<file path="config.mk">
export PLATFORM = sky130hd
export DESIGN_NAME = dlc_top
export DESIGN_NICKNAME = d
export VERILOG_FILES = /design/src/core/dlc_pkg.sv /design/src/core/dlc_wr_if.sv /design/src/core/dlc_i2c_rx.sv /design/src/core/dlc_top.sv
export SDC_FILE = /design/constraint.sdc
export NUM_CORES = 1
export LEC_CHECK = 0
export BUFFER_PORTS_ARGS = -buffer_cell sky130_fd_sc_hd__buf_2
export CAP_MARGIN = 10
export CORE_MARGIN = 1.5
export CORE_UTILIZATION = 30
export CTS_CLUSTER_SIZE = 40
export DETAILED_ROUTE_END_ITERATION = 16
export GPL_TIMING_DRIVEN = 1
export HOLD_SLACK_MARGIN = 0.03
export PLACE_DENSITY = 0.48
export SYNTH_ARGS = -nofsm -noshare
export SYNTH_HDL_FRONTEND = slang
export SYNTH_SLANG_ARGS = --single-unit
</file>
<file path="constraint.sdc">
create_clock -name clock -period 10.3 [get_ports clock]
set_input_delay 2.06 -clock clock [delete_from_list [all_inputs] [get_ports clock]]
set_output_delay 2.06 -clock clock [all_outputs]
set_load 0.05 [all_outputs]
</file>
<file path="src/core/dlc_pkg.sv">
// Shared constants of the DAC load and clear control block.
// Assumes a 200 MHz system clock and an eight-channel, 16-bit DAC core.
package dlc_pkg;

    // Channel count, code width and the all-channels selector.
    localparam int NUM_CH = 8;
    localparam int CODE_W = 16;
    localparam logic [3:0] CHAN_ALL = 4'hf;

    // Upper six slave address bits; the value is arbitrary.
    localparam logic [5:0] SLAVE_ADDR_HI = 6'h2a;

    // Layout of the 32-bit shift word: address, R/W, command, channel, code.
    localparam int SH_W = 32;
    localparam int SH_ADDR_LSB = 25;
    localparam int SH_RW_BIT = 24;
    localparam int SH_CMD_LSB = 20;
    localparam int SH_CHAN_LSB = 16;
    localparam int SH_CODE_LSB = 0;
    localparam logic [1:0] LAST_BYTE = 2'h3;

    // Command codes carried in the command nibble.
    localparam logic [3:0] CMD_WRITE_IN = 4'h0;
    localparam logic [3:0] CMD_UPDATE = 4'h1;
    localparam logic [3:0] CMD_WRITE_UPD = 4'h3;
    localparam logic [3:0] CMD_CLR_CODE = 4'h5;
    localparam logic [3:0] CMD_REF_CTL = 4'h8;

    // Clear-code settings and the codes they load.
    localparam logic [1:0] CLR_ZERO = 2'h0;
    localparam logic [1:0] CLR_MID = 2'h1;
    localparam logic [1:0] CLR_FULL = 2'h2;
    localparam logic [15:0] CODE_ZERO = 16'h0000;
    localparam logic [15:0] CODE_MID = 16'h8000;
    localparam logic [15:0] CODE_FULL = 16'hffff;

    // Reset values of the control state.
    localparam logic [1:0] RST_CLR_CODE = CLR_ZERO;
    localparam logic RST_INT_REF = 1'b0;

endpackage : dlc_pkg

</file>
<file path="src/core/dlc_wr_if.sv">
// Carrier for completed serial write words between receiver and register logic.
// Assumes both ends run on the same system clock.
`timescale 1ns/1ps
interface dlc_wr_if;
    logic valid;
    logic [3:0] cmd;
    logic [3:0] chan;
    logic [15:0] code;

    modport src (output valid, output cmd, output chan, output code);
    modport dst (input valid, input cmd, input chan, input code);
endinterface : dlc_wr_if

</file>
<file path="src/core/dlc_i2c_rx.sv">
// Two-wire serial receiver that fills the 32-bit shift word and acknowledges bytes.
// Assumes raw bus pins; both are synchronised here before use.
`timescale 1ns/1ps
module dlc_i2c_rx (
    input wire logic clock,
    input wire logic rst_n,
    input wire logic sclPin,
    input wire logic sdaPin,
    input wire logic addrBit,
    output logic sdaPullFf,
    dlc_wr_if.src wr
);
    typedef enum logic [3:0] {
        ST_IDLE = 4'b0001,
        ST_RECV = 4'b0010,
        ST_ACK = 4'b0100,
        ST_HOLD = 4'b1000
    } dlc_rx_state_t;

    dlc_rx_state_t stateFf;
    logic sclS1Ff, sclS2Ff, sclPrevFf;
    logic sdaS1Ff, sdaS2Ff, sdaPrevFf;
    logic [2:0] bitCntFf;
    logic [1:0] byteCntFf;
    logic byteDoneFf;
    logic [dlc_pkg::SH_W-1:0] shiftFf;
    logic sclRise, sclFall, startCond, stopCond, addrHit;

    // Two-flop synchronisers; only the second stage feeds the detectors.
    always_ff @(posedge clock)
    begin
        if (!rst_n)
        begin
            {sclS1Ff, sclS2Ff, sclPrevFf} <= 3'h7;
            {sdaS1Ff, sdaS2Ff, sdaPrevFf} <= 3'h7;
        end
        else
        begin
            {sclS1Ff, sclS2Ff, sclPrevFf} <= {sclPin, sclS1Ff, sclS2Ff};
            {sdaS1Ff, sdaS2Ff, sdaPrevFf} <= {sdaPin, sdaS1Ff, sdaS2Ff};
        end
    end

    // Bus events seen on the synchronised lines.
    assign sclRise = sclS2Ff & ~sclPrevFf;
    assign sclFall = ~sclS2Ff & sclPrevFf;
    assign startCond = sclS2Ff & sclPrevFf & sdaPrevFf & ~sdaS2Ff;
    assign stopCond = sclS2Ff & sclPrevFf & ~sdaPrevFf & sdaS2Ff;
    // Reads are refused: only a write to our own address is acknowledged.
    assign addrHit = (shiftFf[7:1] == {dlc_pkg::SLAVE_ADDR_HI, addrBit}) && !shiftFf[0];

    // Byte framing, acknowledge and word hand-off.
    always_ff @(posedge clock)
    begin
        if (!rst_n)
        begin
            stateFf <= ST_IDLE;
            bitCntFf <= 3'h0;
            byteCntFf <= 2'h0;
            byteDoneFf <= 1'b0;
            shiftFf <= '0;
            sdaPullFf <= 1'b0;
            wr.valid <= 1'b0;
        end
        else
        begin
            wr.valid <= 1'b0;
            if (startCond)
            begin
                stateFf <= ST_RECV;
                bitCntFf <= 3'h0;
                byteCntFf <= 2'h0;
                byteDoneFf <= 1'b0;
                sdaPullFf <= 1'b0;
            end
            else if (stopCond)
            begin
                stateFf <= ST_IDLE;
                sdaPullFf <= 1'b0;
            end
            else
            begin
                case (stateFf)
                    ST_RECV:
                    begin
                        if (sclRise)
                        begin
                            shiftFf <= {shiftFf[dlc_pkg::SH_W-2:0], sdaS2Ff};
                            bitCntFf <= bitCntFf + 3'h1;
                            byteDoneFf <= (bitCntFf == 3'h7);
                        end
                        else if (sclFall && byteDoneFf)
                        begin
                            byteDoneFf <= 1'b0;
                            if (byteCntFf != 2'h0 || addrHit)
                            begin
                                sdaPullFf <= 1'b1; // Pull low only, never drive high.
                                stateFf <= ST_ACK;
                            end
                            else
                            begin
                                stateFf <= ST_HOLD;
                            end
                        end
                    end
                    ST_ACK:
                    begin
                        if (sclFall)
                        begin
                            sdaPullFf <= 1'b0;
                            stateFf <= ST_RECV;
                            // A word is complete at the ninth falling clock of its last byte.
                            if (byteCntFf == dlc_pkg::LAST_BYTE)
                            begin
                                wr.valid <= 1'b1;
                                wr.cmd <= shiftFf[dlc_pkg::SH_CMD_LSB +: 4];
                                wr.chan <= shiftFf[dlc_pkg::SH_CHAN_LSB +: 4];
                                wr.code <= shiftFf[dlc_pkg::SH_CODE_LSB +: dlc_pkg::CODE_W];
                                byteCntFf <= 2'h1; // Further triplets in the frame are new words.
                            end
                            else
                            begin
                                byteCntFf <= byteCntFf + 2'h1;
                            end
                        end
                    end
                    ST_HOLD:
                    begin
                        stateFf <= ST_HOLD; // Not addressed: wait for the next start or stop.
                    end
                    default:
                    begin
                        stateFf <= ST_IDLE;
                    end
                endcase
            end
        end
    end
endmodule : dlc_i2c_rx

</file>
<file path="src/core/dlc_top.sv">
// Load strobe, clear and serial-write control for an eight-channel DAC.
// Assumes asynchronous pins from the board; all pass two flip-flops here.
// Notes on behaviour
// - Load strobe pulse moves pending data to DACs.
// - Address pin supplies slave address LSB.
// - Clear acts on falling edge, no bus clock.
// - Load pulses ignored while clear is low.
// - Clear loads input and DAC with clear code.
// - Clear code resets to zero scale.
// - Serial data fills 32-bit shift register.
// - Data line is open drain, pull low only.
// - Reference pin is input until internal reference.
`timescale 1ns/1ps
module dlc_top (
    input wire logic clock,
    input wire logic rst_n,
    input wire logic sclPin,
    input wire logic sdaIn,
    output logic sdaOut,
    output logic sdaOe,
    input wire logic load_strobe_n,
    input wire logic async_clear_n,
    input wire logic addr_select_pin,
    output logic [dlc_pkg::NUM_CH-1:0][dlc_pkg::CODE_W-1:0] dacCode,
    output logic [dlc_pkg::NUM_CH-1:0][dlc_pkg::CODE_W-1:0] inputCode,
    output logic [dlc_pkg::NUM_CH-1:0] pendingFf,
    output logic [1:0] clrCodeFf,
    output logic refOutEnFf
);
    dlc_wr_if wr ();

    logic ldS1Ff, ldS2Ff, ldPrevFf;
    logic clrS1Ff, clrS2Ff, clrPrevFf;
    logic adrS1Ff, adrS2Ff;
    logic sdaOutFf;
    logic [dlc_pkg::NUM_CH-1:0][dlc_pkg::CODE_W-1:0] dacRegFf;
    logic [dlc_pkg::NUM_CH-1:0][dlc_pkg::CODE_W-1:0] inRegFf;
    logic [dlc_pkg::CODE_W-1:0] clrValue;
    logic ldFall, clrFall, clrHigh, ldHeldLow, isWrite, isUpdate;
    logic [dlc_pkg::NUM_CH-1:0] chanHit;

    // Receiver for the two-wire link; its pull-low flop drives the enable directly.
    dlc_i2c_rx u_rx (
        .clock(clock),
        .rst_n(rst_n),
        .sclPin(sclPin),
        .sdaPin(sdaIn),
        .addrBit(adrS2Ff),
        .sdaPullFf(sdaOe),
        .wr(wr)
    );

    // Pin synchronisers. The clear pin is sampled, so a low pulse must span a clock.
    always_ff @(posedge clock)
    begin
        if (!rst_n)
        begin
            {ldS1Ff, ldS2Ff, ldPrevFf} <= 3'h7;
            {clrS1Ff, clrS2Ff, clrPrevFf} <= 3'h7;
            {adrS1Ff, adrS2Ff} <= 2'h0;
        end
        else
        begin
            {ldS1Ff, ldS2Ff, ldPrevFf} <= {load_strobe_n, ldS1Ff, ldS2Ff};
            {clrS1Ff, clrS2Ff, clrPrevFf} <= {async_clear_n, clrS1Ff, clrS2Ff};
            {adrS1Ff, adrS2Ff} <= {addr_select_pin, adrS1Ff};
        end
    end

    // Decoded strobes and commands.
    assign ldFall = ldPrevFf & ~ldS2Ff;
    assign clrFall = clrPrevFf & ~clrS2Ff; // Edge, not level, starts a clear.
    assign clrHigh = clrS2Ff;
    assign ldHeldLow = ~ldS2Ff & clrHigh; // A strobe tied low is a legal mode.
    assign isWrite = wr.valid && (wr.cmd == dlc_pkg::CMD_WRITE_IN || wr.cmd == dlc_pkg::CMD_WRITE_UPD);
    assign isUpdate = wr.valid && wr.cmd == dlc_pkg::CMD_UPDATE;

    // Code loaded by a clear; the unused setting falls back to zero scale.
    always_comb
    begin
        case (clrCodeFf)
            dlc_pkg::CLR_MID: clrValue = dlc_pkg::CODE_MID;
            dlc_pkg::CLR_FULL: clrValue = dlc_pkg::CODE_FULL;
            default: clrValue = dlc_pkg::CODE_ZERO;
        endcase
    end

    // Clear-code setting and reference pin direction, both set by serial command.
    always_ff @(posedge clock)
    begin
        if (!rst_n)
        begin
            clrCodeFf <= dlc_pkg::RST_CLR_CODE;
            refOutEnFf <= dlc_pkg::RST_INT_REF; // Pin starts as a reference input.
        end
        else if (wr.valid)
        begin
            if (wr.cmd == dlc_pkg::CMD_CLR_CODE)
            begin
                clrCodeFf <= wr.code[1:0];
            end
            if (wr.cmd == dlc_pkg::CMD_REF_CTL)
            begin
                refOutEnFf <= wr.code[0]; // Output only with the internal reference.
            end
        end
    end

    // Channels named by the finished word; the all-channels selector hits every one.
    // Unused channel numbers hit nothing, so such a write is dropped quietly.
    always_comb
    begin
        for (int i = 0; i < dlc_pkg::NUM_CH; i++)
        begin
            chanHit[i] = (wr.chan == dlc_pkg::CHAN_ALL) || (wr.chan == 4'(i));
        end
    end

    // Input registers. A clear outranks a write landing in the same cycle,
    // so the clear value is what software finds afterwards.
    always_ff @(posedge clock)
    begin
        if (!rst_n)
        begin
            inRegFf <= '0;
        end
        else
        begin
            for (int i = 0; i < dlc_pkg::NUM_CH; i++)
            begin
                if (clrFall)
                begin
                    inRegFf[i] <= clrValue;
                end
                else if (isWrite && chanHit[i])
                begin
                    inRegFf[i] <= wr.code;
                end
            end
        end
    end

    // DAC registers. A write that updates at once beats a load edge in the same cycle,
    // so the newest code is the one that reaches the output.
    always_ff @(posedge clock)
    begin
        if (!rst_n)
        begin
            dacRegFf <= '0;
        end
        else
        begin
            for (int i = 0; i < dlc_pkg::NUM_CH; i++)
            begin
                if (clrFall)
                begin
                    dacRegFf[i] <= clrValue;
                end
                else if (isWrite && chanHit[i] && (ldHeldLow || wr.cmd == dlc_pkg::CMD_WRITE_UPD))
                begin
                    dacRegFf[i] <= wr.code;
                end
                else if (isUpdate && chanHit[i])
                begin
                    dacRegFf[i] <= inRegFf[i];
                end
                else if (ldFall && clrHigh && pendingFf[i]) // Pulses are dropped while clear is low.
                begin
                    dacRegFf[i] <= inRegFf[i]; // All pending channels move together.
                end
            end
        end
    end

    // Pending flags. A write in the cycle of a load edge sees the strobe low as held low,
    // so it reaches the DAC at once and the flag is left clear.
    always_ff @(posedge clock)
    begin
        if (!rst_n)
        begin
            pendingFf <= '0;
        end
        else
        begin
            for (int i = 0; i < dlc_pkg::NUM_CH; i++)
            begin
                if (clrFall)
                begin
                    pendingFf[i] <= 1'b0;
                end
                else if (isWrite && chanHit[i])
                begin
                    pendingFf[i] <= !(ldHeldLow || wr.cmd == dlc_pkg::CMD_WRITE_UPD);
                end
                else if ((isUpdate && chanHit[i]) || (ldFall && clrHigh))
                begin
                    pendingFf[i] <= 1'b0;
                end
            end
        end
    end

    // Data line level is always low; only the enable toggles, so it never drives high.
    // Reset gives it a defined level before the first bus activity.
    always_ff @(posedge clock)
    begin
        if (!rst_n)
        begin
            sdaOutFf <= 1'b0;
        end
        else
        begin
            sdaOutFf <= 1'b0;
        end
    end

    assign sdaOut = sdaOutFf;
    assign dacCode = dacRegFf;
    assign inputCode = inRegFf;
endmodule : dlc_top

</file>
==> results.yml, run 1 <==
run_status:
  status: "complete, no violations"
global_routing:
  grt_pass1_vias: 11432
  antenna_found_initial: 6
  grt_max_degree: 128
  grt_pass1_wl_um: 79700
  gr-total-overflow: 0
  grt_usage_pct: 21.7
job:
  maxCapViolCount: 0
clocking:
  cts_resized: 0
  clk_latency_ns: 0.56
  cts_made_buffers: 40
  postCtsSetupRepairBufs: 0
  numClockSinks: 341
  cts_tree: "built"
  cts_hold_buf: 0
  path_clk_slew_ns: 0.06
  clk_path_buf_depth: 3
  htreeDepth: 2
  cts_root_buf: "clkbuf_16"
timing:
  skew_ns: 0.0219
  hold_ws_ns: 0.405
  slew_headroom_pct: 15.5
  period_share_pct: 35.3
  final-hold-violation-count: 0
  worst_pin_slew_ns: 1.27
  timing.setup.tns_ns: 0
  fmax_ghz: 0.275
  rsz0062_at_grt: "false"
  final-setup-viol-count: 0
  final_max_slew_viol_count: 0
  fin_crit_ns: 3.63
yosys:
  syn_nets: 1550
  yosysTopAreaCell: "dfxtp_1"
  yosys_warnings: 0
  seq_area_frac_synth_pct: 48.6
  yosys.area.top_type_share_pct: 43.7
  avgSynthCellArea_um2: 9.46
  synth_cells: 1537
  synth_edf_count: 24
  synthesis.area_mm2: 0.0145
  ys_top_cells_by_area: "dfxtp_1, o211a_1, mux2_2"
  synth_ff_type: "dfxtp_1"
  ys_ff_latch: 341
  synth.distinct_cells: 60
  async_reset_ff_share_pct: 0
placement:
  port_buffers: 274
  dp_hpwl_um: 35700
  place.gp.congestion: 0.798
layout:
  area_growth_pct: 20.5
  multiInputGateArea_mm2: 0.00683
  nNetsFinal: 1758
  drive_above_1_share_pct: 28.9
  fill_cells: 4856
  regArea_mm2: 0.00707
route:
  final_antenna_net_count: 0
  wl_per_cell_um: 23.3
  wl_um: 55600
  via_count: 12610
  drc: 0
  drt_iter0_markers: 1144
  vias_per_cell: 5.28
  drtPass1Iterations: 6
pwr:
  power.density_mw_per_mm2: 184
  irDropWorstVdd_uv: 91.9
  p_leak_nw: 8.45
  total_power_mw: 3.22
setup_path:
  rr_startpoint: "clrHigh"
  r2r_end: "inputCode[10]"
  r2r_slack_ns: 7.09
  crit_start: "rst_n"
  path_class: "in -> reg"
  endpoint: "u_rx.wr.code[10]"
  worst_setup_path_end_kind: "flip-flop"
  worst_ep_required_time_ns: 10.51
  r2r_cells: 6
  worstSetupStartpointType: "input pin"
  path_max_fanout: 127
  cp_data_arrival_time_ns: 3.84
floorplan:
  fp.dieW_um: 223
  start_util_pct: 30.4
  core_area_mm2: 0.0477
  ios: 276
  die_y_um: 223
  dieArea_mm2: 0.0498
  num_rows: 80
worst_hold_path:
  hp-class: "reg -> reg"
area by class of cell:
cell class,count,share of cell area (%)
Timing Repair Buffer,298,9.02
Clock inverter,3,0.250
Sequential cell,341,40.3
Clock buffer,65,6.88
Antenna cell,1,0.0143
Tap cell,615,4.39
Multi-Input combinational cell,1057,39.0
Inverter,7,0.150
cells in the final DEF (no fill, tap or decap), types with 7 or more instances in the layout:
| cell type | instances |
|---|---|
| a21oi_1 | 135 |
| inv_1 | 7 |
| clkbuf_16 | 41 |
| o21ai_0 | 130 |
| nor2_1 | 36 |
| nand2_4 | 7 |
| nand2b_1 | 15 |
| nand2_1 | 325 |
| clkbuf_1 | 15 |
| a21oi_2 | 10 |
| edfxtp_1 | 24 |
| nand3_1 | 8 |
| and2_1 | 11 |
| mux2_2 | 112 |
| o211a_1 | 130 |
| nor2b_1 | 7 |
| a32oi_1 | 8 |
| buf_2 | 273 |
| a31oi_1 | 9 |
| buf_4 | 23 |
| a21boi_0 | 19 |
| dfxtp_1 | 317 |
| a221o_2 | 7 |
| a311oi_1 | 15 |
| clkbuf_8 | 10 |
cell families (layout without fill, tap and decap cells):
group / count (synthesis) / after routing / share of synthesized area (%)
AOI/OAI and AO/OA: 489 / 489 / 23.6
and+or+nand+nor: 437 / 437 / 13.1
DFF: 341 / 341 / 48.6
buffers and inverters: 139 / 373 / 4.65
muxes: 116 / 116 / 8.95
xor gates and xnor gates: 8 / 8 / 0.534
adders and majority gates: 6 / 6 / 0.517
other: 1 / 2 / 0.0258
registers in the layout, indices dropped and copies added, names as in the netlist, 2 cells and up:
name and cells:
u_rx.wr.code 16, dacCode 128, u_rx.wr.chan 4, inputCode 128, clrCodeFf 2, pendingFf 8, u_rx.wr.cmd 4, u_rx.stateFf 4
u_rx.shiftFf 24, u_rx.byteCntFf 2, u_rx.bitCntFf 3
synthesized netlist by cell type (16+ instances only):
library cell,number
nand2_1,325
a21boi_0,19
nand2b_1,16
o21ai_0,130
a21oi_1,135
mux2_2,112
clkbuf_1,77
dfxtp_1,317
nor2_1,36
buf_2,33
edfxtp_1,24
o211a_1,130
worst max-delay path, cell delays in order:
cell and delay, ns:
clkbuf_8 0.57, o21ai_1 0.42, nor4_2 0.32, buf_4 0.36
metal layers:
layer  up-vias  GRT usage [%]  wire (um)
met3        70           3.86       3600
met5         -              0          0
met2       459           33.4      24900
met1      6202           30.6      25600
met4         0           7.11       1500
li1       5879              -          -
power by group:
part	leakage (nW)	internal, mW	switching (mW)	total (mW)
combinational	5.03	0.0958	0.301	0.397
sequential	2.81	1.39	0.0429	1.43
clock	0.610	0.820	0.572	1.39
stage by stage:
step	cells	area [um^2]	util (%)	setup WS (ns)
2_1_floorplan	1537	14500	-	4.87
3_3_place_gp	2317	16200	34.0	6.16
3_5_place_dp	2317	16200	34.0	6.14
4_1_cts	2385	17500	36.6	6.72
5_1_grt	2387	17500	36.7	6.51
6_report	2387	17500	36.7	6.67
how the worst min path moves through the flow:
stage | startpoint | endpoint | slack, ns | cells after the start
floorplan | clrS1Ff | clrHigh | 0.39 | 1
finish | u_rx.sclS1Ff | u_rx.sclS2Ff | 0.40 | 1
global route | u_rx.shiftFf[23] | u_rx.wr.cmd[3] | 0.44 | 0
CTS | u_rx.sclS1Ff | u_rx.sclS2Ff | 0.41 | 1
detailed placement | u_rx.sclS1Ff | u_rx.sclS2Ff | 0.39 | 1
global placement | u_rx.sclS1Ff | u_rx.sclS2Ff | 0.39 | 1
Note: power is estimated with default switching activity, not from simulation.
==> run 2, diff against run 1 <==
==> constraint.sdc (replaced) <==
create_clock -name clock -period 3.7 [get_ports clock]
set_input_delay 0.74 -clock clock [delete_from_list [all_inputs] [get_ports clock]]
set_output_delay 0.74 -clock clock [all_outputs]
set_load 0.05 [all_outputs]
==> run 2 against run 1 <==
Net effect:
- cell area rose by 1.4%
- non-clock buffer count rose by 28
- power rose to 2.8 times the previous value
- count of clock-buffer cells in the layout fell by 2
- first-iteration DRC count fell by 15%
- critical path depth did not move
==> results.yml, run 2 (synthesized netlist as in run 1, its figures left out) <==
route:
  via_count: 12576
  wl_um: 54800
  wl_per_cell_um: 22.6
  drtPass1Iterations: 6
  drc: 0
  vias_per_cell: 5.20
  drt_iter0_markers: 969
  final_antenna_net_count: 0
clocking:
  cts_tree: "built"
  numClockSinks: 341
  cts_made_buffers: 40
  cts_resized: 0
  path_clk_slew_ns: 0.06
  clk_path_buf_depth: 3
  htreeDepth: 2
  postCtsSetupRepairBufs: 0
  clk_latency_ns: 0.56
  cts_hold_buf: 0
  cts_root_buf: "clkbuf_16"
worst_hold_path:
  hp-class: "in -> reg"
pwr:
  power.density_mw_per_mm2: 506
  irDropWorstVdd_uv: 320
  p_leak_nw: 8.61
timing:
  fmax_ghz: 0.363
  fin_crit_ns: 2.76
  slew_headroom_pct: 25.6
  final_max_slew_viol_count: 0
  worst_pin_slew_ns: 1.12
  final-setup-viol-count: 0
  final-hold-violation-count: 0
  skew_ns: 0.0219
  timing.setup.tns_ns: 0
  rsz0062_at_grt: "false"
  period_share_pct: 74.5
  hold_ws_ns: 0.373
global_routing:
  antenna_found_initial: 7
  grt_max_degree: 116
  grt_pass1_vias: 11704
  grt_pass1_wl_um: 79100
  grt_usage_pct: 21.4
  gr-total-overflow: 0
setup_path:
  cp_data_arrival_time_ns: 3.21
  worstSetupStartpointType: "flip-flop"
  cp_slowest_cell: "buf_4"
  cp_slowest_stage_delay_ns: 0.75
  path_class: "reg -> reg"
  worst_ep_required_time_ns: 4.15
  worst_setup_path_end_kind: "flip-flop"
  path_cells: "nand2b_4 > buf_4 > o31ai_4 > o211a_1"
  path_max_fanout: 73
  path_delay_family: "compound AO/OA/AOI/OAI gates"
  cp.buffers_inverters: 1
layout:
  instances_no_fill: 2418
  mostFrequentLayoutCells: "nand2_1, dfxtp_1, buf_2"
  n_antenna_cell: 0
  drive_above_1_share_pct: 30.2
  fill_cells: 4843
  area_growth_pct: 22.3
  nNetsFinal: 1786
  final_common_cell: "nand2_1"
floorplan:
  core_area_mm2: 0.0477
  dieArea_mm2: 0.0498
  ios: 276
  fp.dieW_um: 223
  num_rows: 80
  die_y_um: 223
  start_util_pct: 30.4
placement:
  dpl.cell_count: 2346
  port_buffers: 274
  place.gp.congestion: 0.834
  dp_hpwl_um: 36900
run_status:
  status: "complete, no violations"
job:
  maxCapViolCount: 0
[run 2: changes by cell type in the layout (fill, tap and decap cells not counted), sizes merged]
cell	previous run	this run
inv	7	9
diode	1	0
clkbuf	66	64
clkinvlp	0	1
clkinv	2	5
buf	297	325
[run 2: final cells by class]
cell class,instances,area [um^2],area share [%]
clock buffers,63,1210,6.81
clock inverters,9,78.8,0.444
inverters,7,26.3,0.148
multi-input cells,1057,6830,38.5
flip-flops and latches,341,7070,39.8
well taps,615,769,4.33
repair buffers,326,1780,10.0
[run 2: path summary, 6_finish.rpt]
path                      from             to  slack, ns  depth (start not counted)
hold / removal          sclPin   u_rx.sclS1Ff       0.37                          2
hold reg to reg   u_rx.sclS1Ff   u_rx.sclS2Ff       0.41                          1
setup reg to reg       clrHigh  inputCode[57]       0.94                          4
setup / recovery       clrHigh  inputCode[57]       0.94                          4
[run 2: power breakdown]
group	switching [mW]	total, mW	internal [mW]
Clock	1.59	3.90	2.31
Combinational	0.837	1.11	0.275
Sequential	0.122	3.98	3.86
[run 2: worst register-to-register path, stage by stage, from the launching register on]
cell and delay (ns):
dfxtp_1 0.37, nand2b_4 0.63, buf_4 0.76, o31ai_4 0.56, o211a_1 0.35
[run 2: per-layer routing]
layer	track usage, %	share of wire (%)
met1	29.9	46
met2	32.3	44
met3	4.02	6.8
met4	8.65	3.6
met5	0	0
[run 2: stage by stage]
step	setup WS (ns)	cell area (um^2)	total power [mW]	utilization, %
final	0.943	17800	8.99	37.2
after global routing	0.722	17800	9.31	37.2
after CTS	0.978	17800	9.11	37.2
after detailed placement	0.991	16500	5.17	34.5
after global placement	1.02	16500	5.16	34.5
after floorplan	0.590	14500	4.86	-
==> run 3, diff against run 2 <==
--- a/config.mk
+++ b/config.mk
@@ -5,6 +5,7 @@
 export SDC_FILE = /design/constraint.sdc
 export NUM_CORES = 1
 export LEC_CHECK = 0
+export ABC_AREA = 1
 export BUFFER_PORTS_ARGS = -buffer_cell sky130_fd_sc_hd__buf_2
 export CAP_MARGIN = 10
 export CORE_MARGIN = 1.5
@@ -13,7 +14,7 @@
 export DETAILED_ROUTE_END_ITERATION = 16
 export GPL_TIMING_DRIVEN = 1
 export HOLD_SLACK_MARGIN = 0.03
-export PLACE_DENSITY = 0.48
+export PLACE_DENSITY = 0.5
 export SYNTH_ARGS = -nofsm -noshare
 export SYNTH_HDL_FRONTEND = slang
 export SYNTH_SLANG_ARGS = --single-unit
==> constraint.sdc (replaced) <==
create_clock -name clock -period 2.4 [get_ports clock]
set_input_delay 0.48 -clock clock [delete_from_list [all_inputs] [get_ports clock]]
set_output_delay 0.48 -clock clock [all_outputs]
set_load 0.05 [all_outputs]
==> run 3 against run 2 <==
Net effect:
- worst setup slack worse by 0.66 ns
- register-to-register slack worse by 0.66 ns
- sequential power up 55%
- wire length up 14%
- global-route usage up 1.1 points
- fmax up 30%
==> results.yml, run 3 <==
clocking:
  htreeDepth: 2
  numClockSinks: 341
  cts_root_buf: "clkbuf_16"
  path_clk_slew_ns: 0.06
  cts_made_buffers: 40
  cts_resized: 0
  cts_tree: "built"
  postCtsSetupRepairBufs: 0
  cts_hold_buf: 0
  clk_path_buf_depth: 3
  clk_latency_ns: 0.56
setup_path:
  r2r_end: "inputCode[17]"
  cp_data_arrival_time_ns: 2.54
  path_common_cell: "nand2_2"
  rr_startpoint: "u_rx.wr.cmd[2]"
  cp_slowest_stage_delay_ns: 0.43
  worst_setup_path_end_kind: "flip-flop"
  worst_ep_required_time_ns: 2.82
  path_cells: "nor2_2 > nand2_2 > nor2_8 > buf_12 > nand2_1 > nand2_2 > inv_1 > o21ai_0 > a21oi_1"
  worstSetupStartpointType: "flip-flop"
  r2r_cells: 9
  r2r_slack_ns: 0.28
  path_class: "reg -> reg"
  cp_slowest_cell: "edfxtp_1"
  path_max_fanout: 39
yosys:
  seq_area_frac_synth_pct: 45.1
  synthesis.area_mm2: 0.0157
  syn_nets: 2076
  yosysMostFrequentCell: "nand2_1"
  ys_top_cells_by_area: "dfxtp_1, nand2_1, a21oi_1"
  avgSynthCellArea_um2: 7.59
  synth_edf_count: 24
  yosys_warnings: 0
  synth_ff_type: "dfxtp_1"
  yosysTopAreaCell: "dfxtp_1"
  yosys.area.top_type_share_pct: 40.5
  ys_ff_latch: 341
  synth.distinct_cells: 40
  synth_cells: 2063
  netlist_top_cells_count: "nand2_1, dfxtp_1, a21oi_1"
  async_reset_ff_share_pct: 0
global_routing:
  gr-total-overflow: 0
  grt_pass1_vias: 13853
  antenna_found_initial: 1
  grt_usage_pct: 22.5
  grt_max_degree: 233
  grt_pass1_wl_um: 90500
floorplan:
  fp.dieW_um: 231
  start_util_pct: 30.4
  ios: 276
  dieArea_mm2: 0.0536
  core_area_mm2: 0.0514
  die_y_um: 231
  num_rows: 83
layout:
  area_growth_pct: 23.0
  nNetsFinal: 2334
  drive_above_1_share_pct: 20.6
  final_common_cell: "nand2_1"
  design_area_mm2: 0.0193
  n_antenna_cell: 0
  mostFrequentLayoutCells: "nand2_1, dfxtp_1, a21oi_1"
route:
  wl_um: 62300
  drtPass1Iterations: 6
  drc: 0
  drt_iter0_markers: 1463
  via_count: 15281
  final_antenna_net_count: 0
  wl_per_cell_um: 20.6
  vias_per_cell: 5.04
pwr:
  sequentialPowerShare_pct: 43.2
  irDropWorstVdd_uv: 402
  power_frac_clock_pct: 43.7
  p_leak_nw: 9.07
  p_sw_mw: 4.07
  swShare_pct: 28.6
  power.density_mw_per_mm2: 740
  p_int_mw: 10.2
  p_comb_share_pct: 13.1
timing:
  final_max_slew_viol_count: 0
  rsz0062_at_grt: "false"
  worst_pin_slew_ns: 1.33
  skew_ns: 0.0235
  hold_ws_ns: 0.116
  fin_crit_ns: 2.12
  fmax_ghz: 0.472
  period_share_pct: 88.3
  final-hold-violation-count: 0
  slew_headroom_pct: 11.6
  timing.setup.tns_ns: 0
  final-setup-viol-count: 0
placement:
  place.gp.congestion: 0.848
  dpl_cell_area_mm2: 0.0179
  port_buffers: 274
  dp_hpwl_um: 42700
worst_hold_path:
  hp-class: "in -> reg"
  min_from: "sdaIn"
  whs_path_depth: 2
  min_to: "u_rx.sdaS1Ff"
run_status:
  status: "complete, no violations"
job:
  maxCapViolCount: 0
==> run 3: cell count changes in the layout (fill, tap and decap cells not counted), moves of 41 or more <==
cell and delta:
inv_1 +196, a21oi_1 +168, nand3_1 +142, o211a_1 -130, nand4_1 +122, mux2_2 -112
nand3b_1 +110, nand2_1 +86, buf_4 +41
==> run 3: how the worst max path moves through the flow <==
stage	from	endpoint	slack, ns	cells after the start
after floorplan	rst_n	u_rx.wr.chan[0]	0.19	5
after global placement	u_rx.wr.chan[2]	inputCode[32]	0.33	8
after detailed placement	u_rx.wr.cmd[3]	dacCode[39]	0.29	7
after CTS	u_rx.wr.cmd[3]	dacCode[43]	0.28	7
after global routing	u_rx.wr.chan[2]	inputCode[32]	0.06	8
final	u_rx.wr.cmd[2]	inputCode[17]	0.28	9
==> run 3: power by group through the flow <==
stage                     clock network [mW]  logic [mW]  registers [mW]
final                                   6.23        1.87            6.15
after global routing                    6.58        2.01            6.17
after CTS                               6.35        1.86            6.15
after detailed placement                   0        1.86            6.27
after global placement                     0        1.85            6.27
after floorplan                            0       0.657            6.94
==> run 3: cell type report <==
type | instances | area [um^2]
fillers | 5400 | 32200
repair buffers | 372 | 2190
multi-input cells | 1343 | 6970
clock buffers | 62 | 1210
inverters | 223 | 840
flip-flops and latches | 341 | 7070
clock inverters | 10 | 125
well taps | 680 | 851
==> run 3: critical path, delay by kind of cell (launching register included) <==
| kind | cells | cell delay [ns] |
|---|---|---|
| AO/OA/AOI/OAI | 2 | 0.26 |
| buffers and inverters | 2 | 0.40 |
| AND/OR/NAND/NOR | 5 | 0.88 |
| flip-flops | 1 | 0.43 |
==> run 3: metal layers <==
metal / part of all wire [%] / wire length [um] / GRT usage (%)
met1: 43 / 26900 / 30.3
met5: 0.018 / 11 / 0
met4: 3.8 / 2360 / 9.01
met3: 7.7 / 4780 / 4.66
met2: 45 / 28200 / 35.0
==> run 3: cells by family (layout without fill, tap and decap cells) <==
| kind of cell | after synthesis | count (layout) | synth area share [%] |
|---|---|---|---|
| flip-flops | 341 | 341 | 45.1 |
| AND/OR/NAND/NOR | 860 | 860 | 27.8 |
| buffers and inverters | 379 | 667 | 10.4 |
| adder cells (fa/ha/maj) | 6 | 6 | 0.480 |
| AO/OA/AOI/OAI | 474 | 474 | 16.0 |
| other | 1 | 1 | 0.0240 |
| XOR/XNOR | 2 | 2 | 0.112 |
==> run 3: metrics by stage <==
stage	utilization [%]	power (mW)	std cells	worst slack (ns)
CTS	37.4	14.4	3031	0.280
finish	37.4	14.2	3031	0.282
detailed placement	34.9	8.13	2959	0.295
floorplan	-	7.59	2063	0.187
global route	37.4	14.8	3031	0.0570
global placement	34.9	8.12	2959	0.332
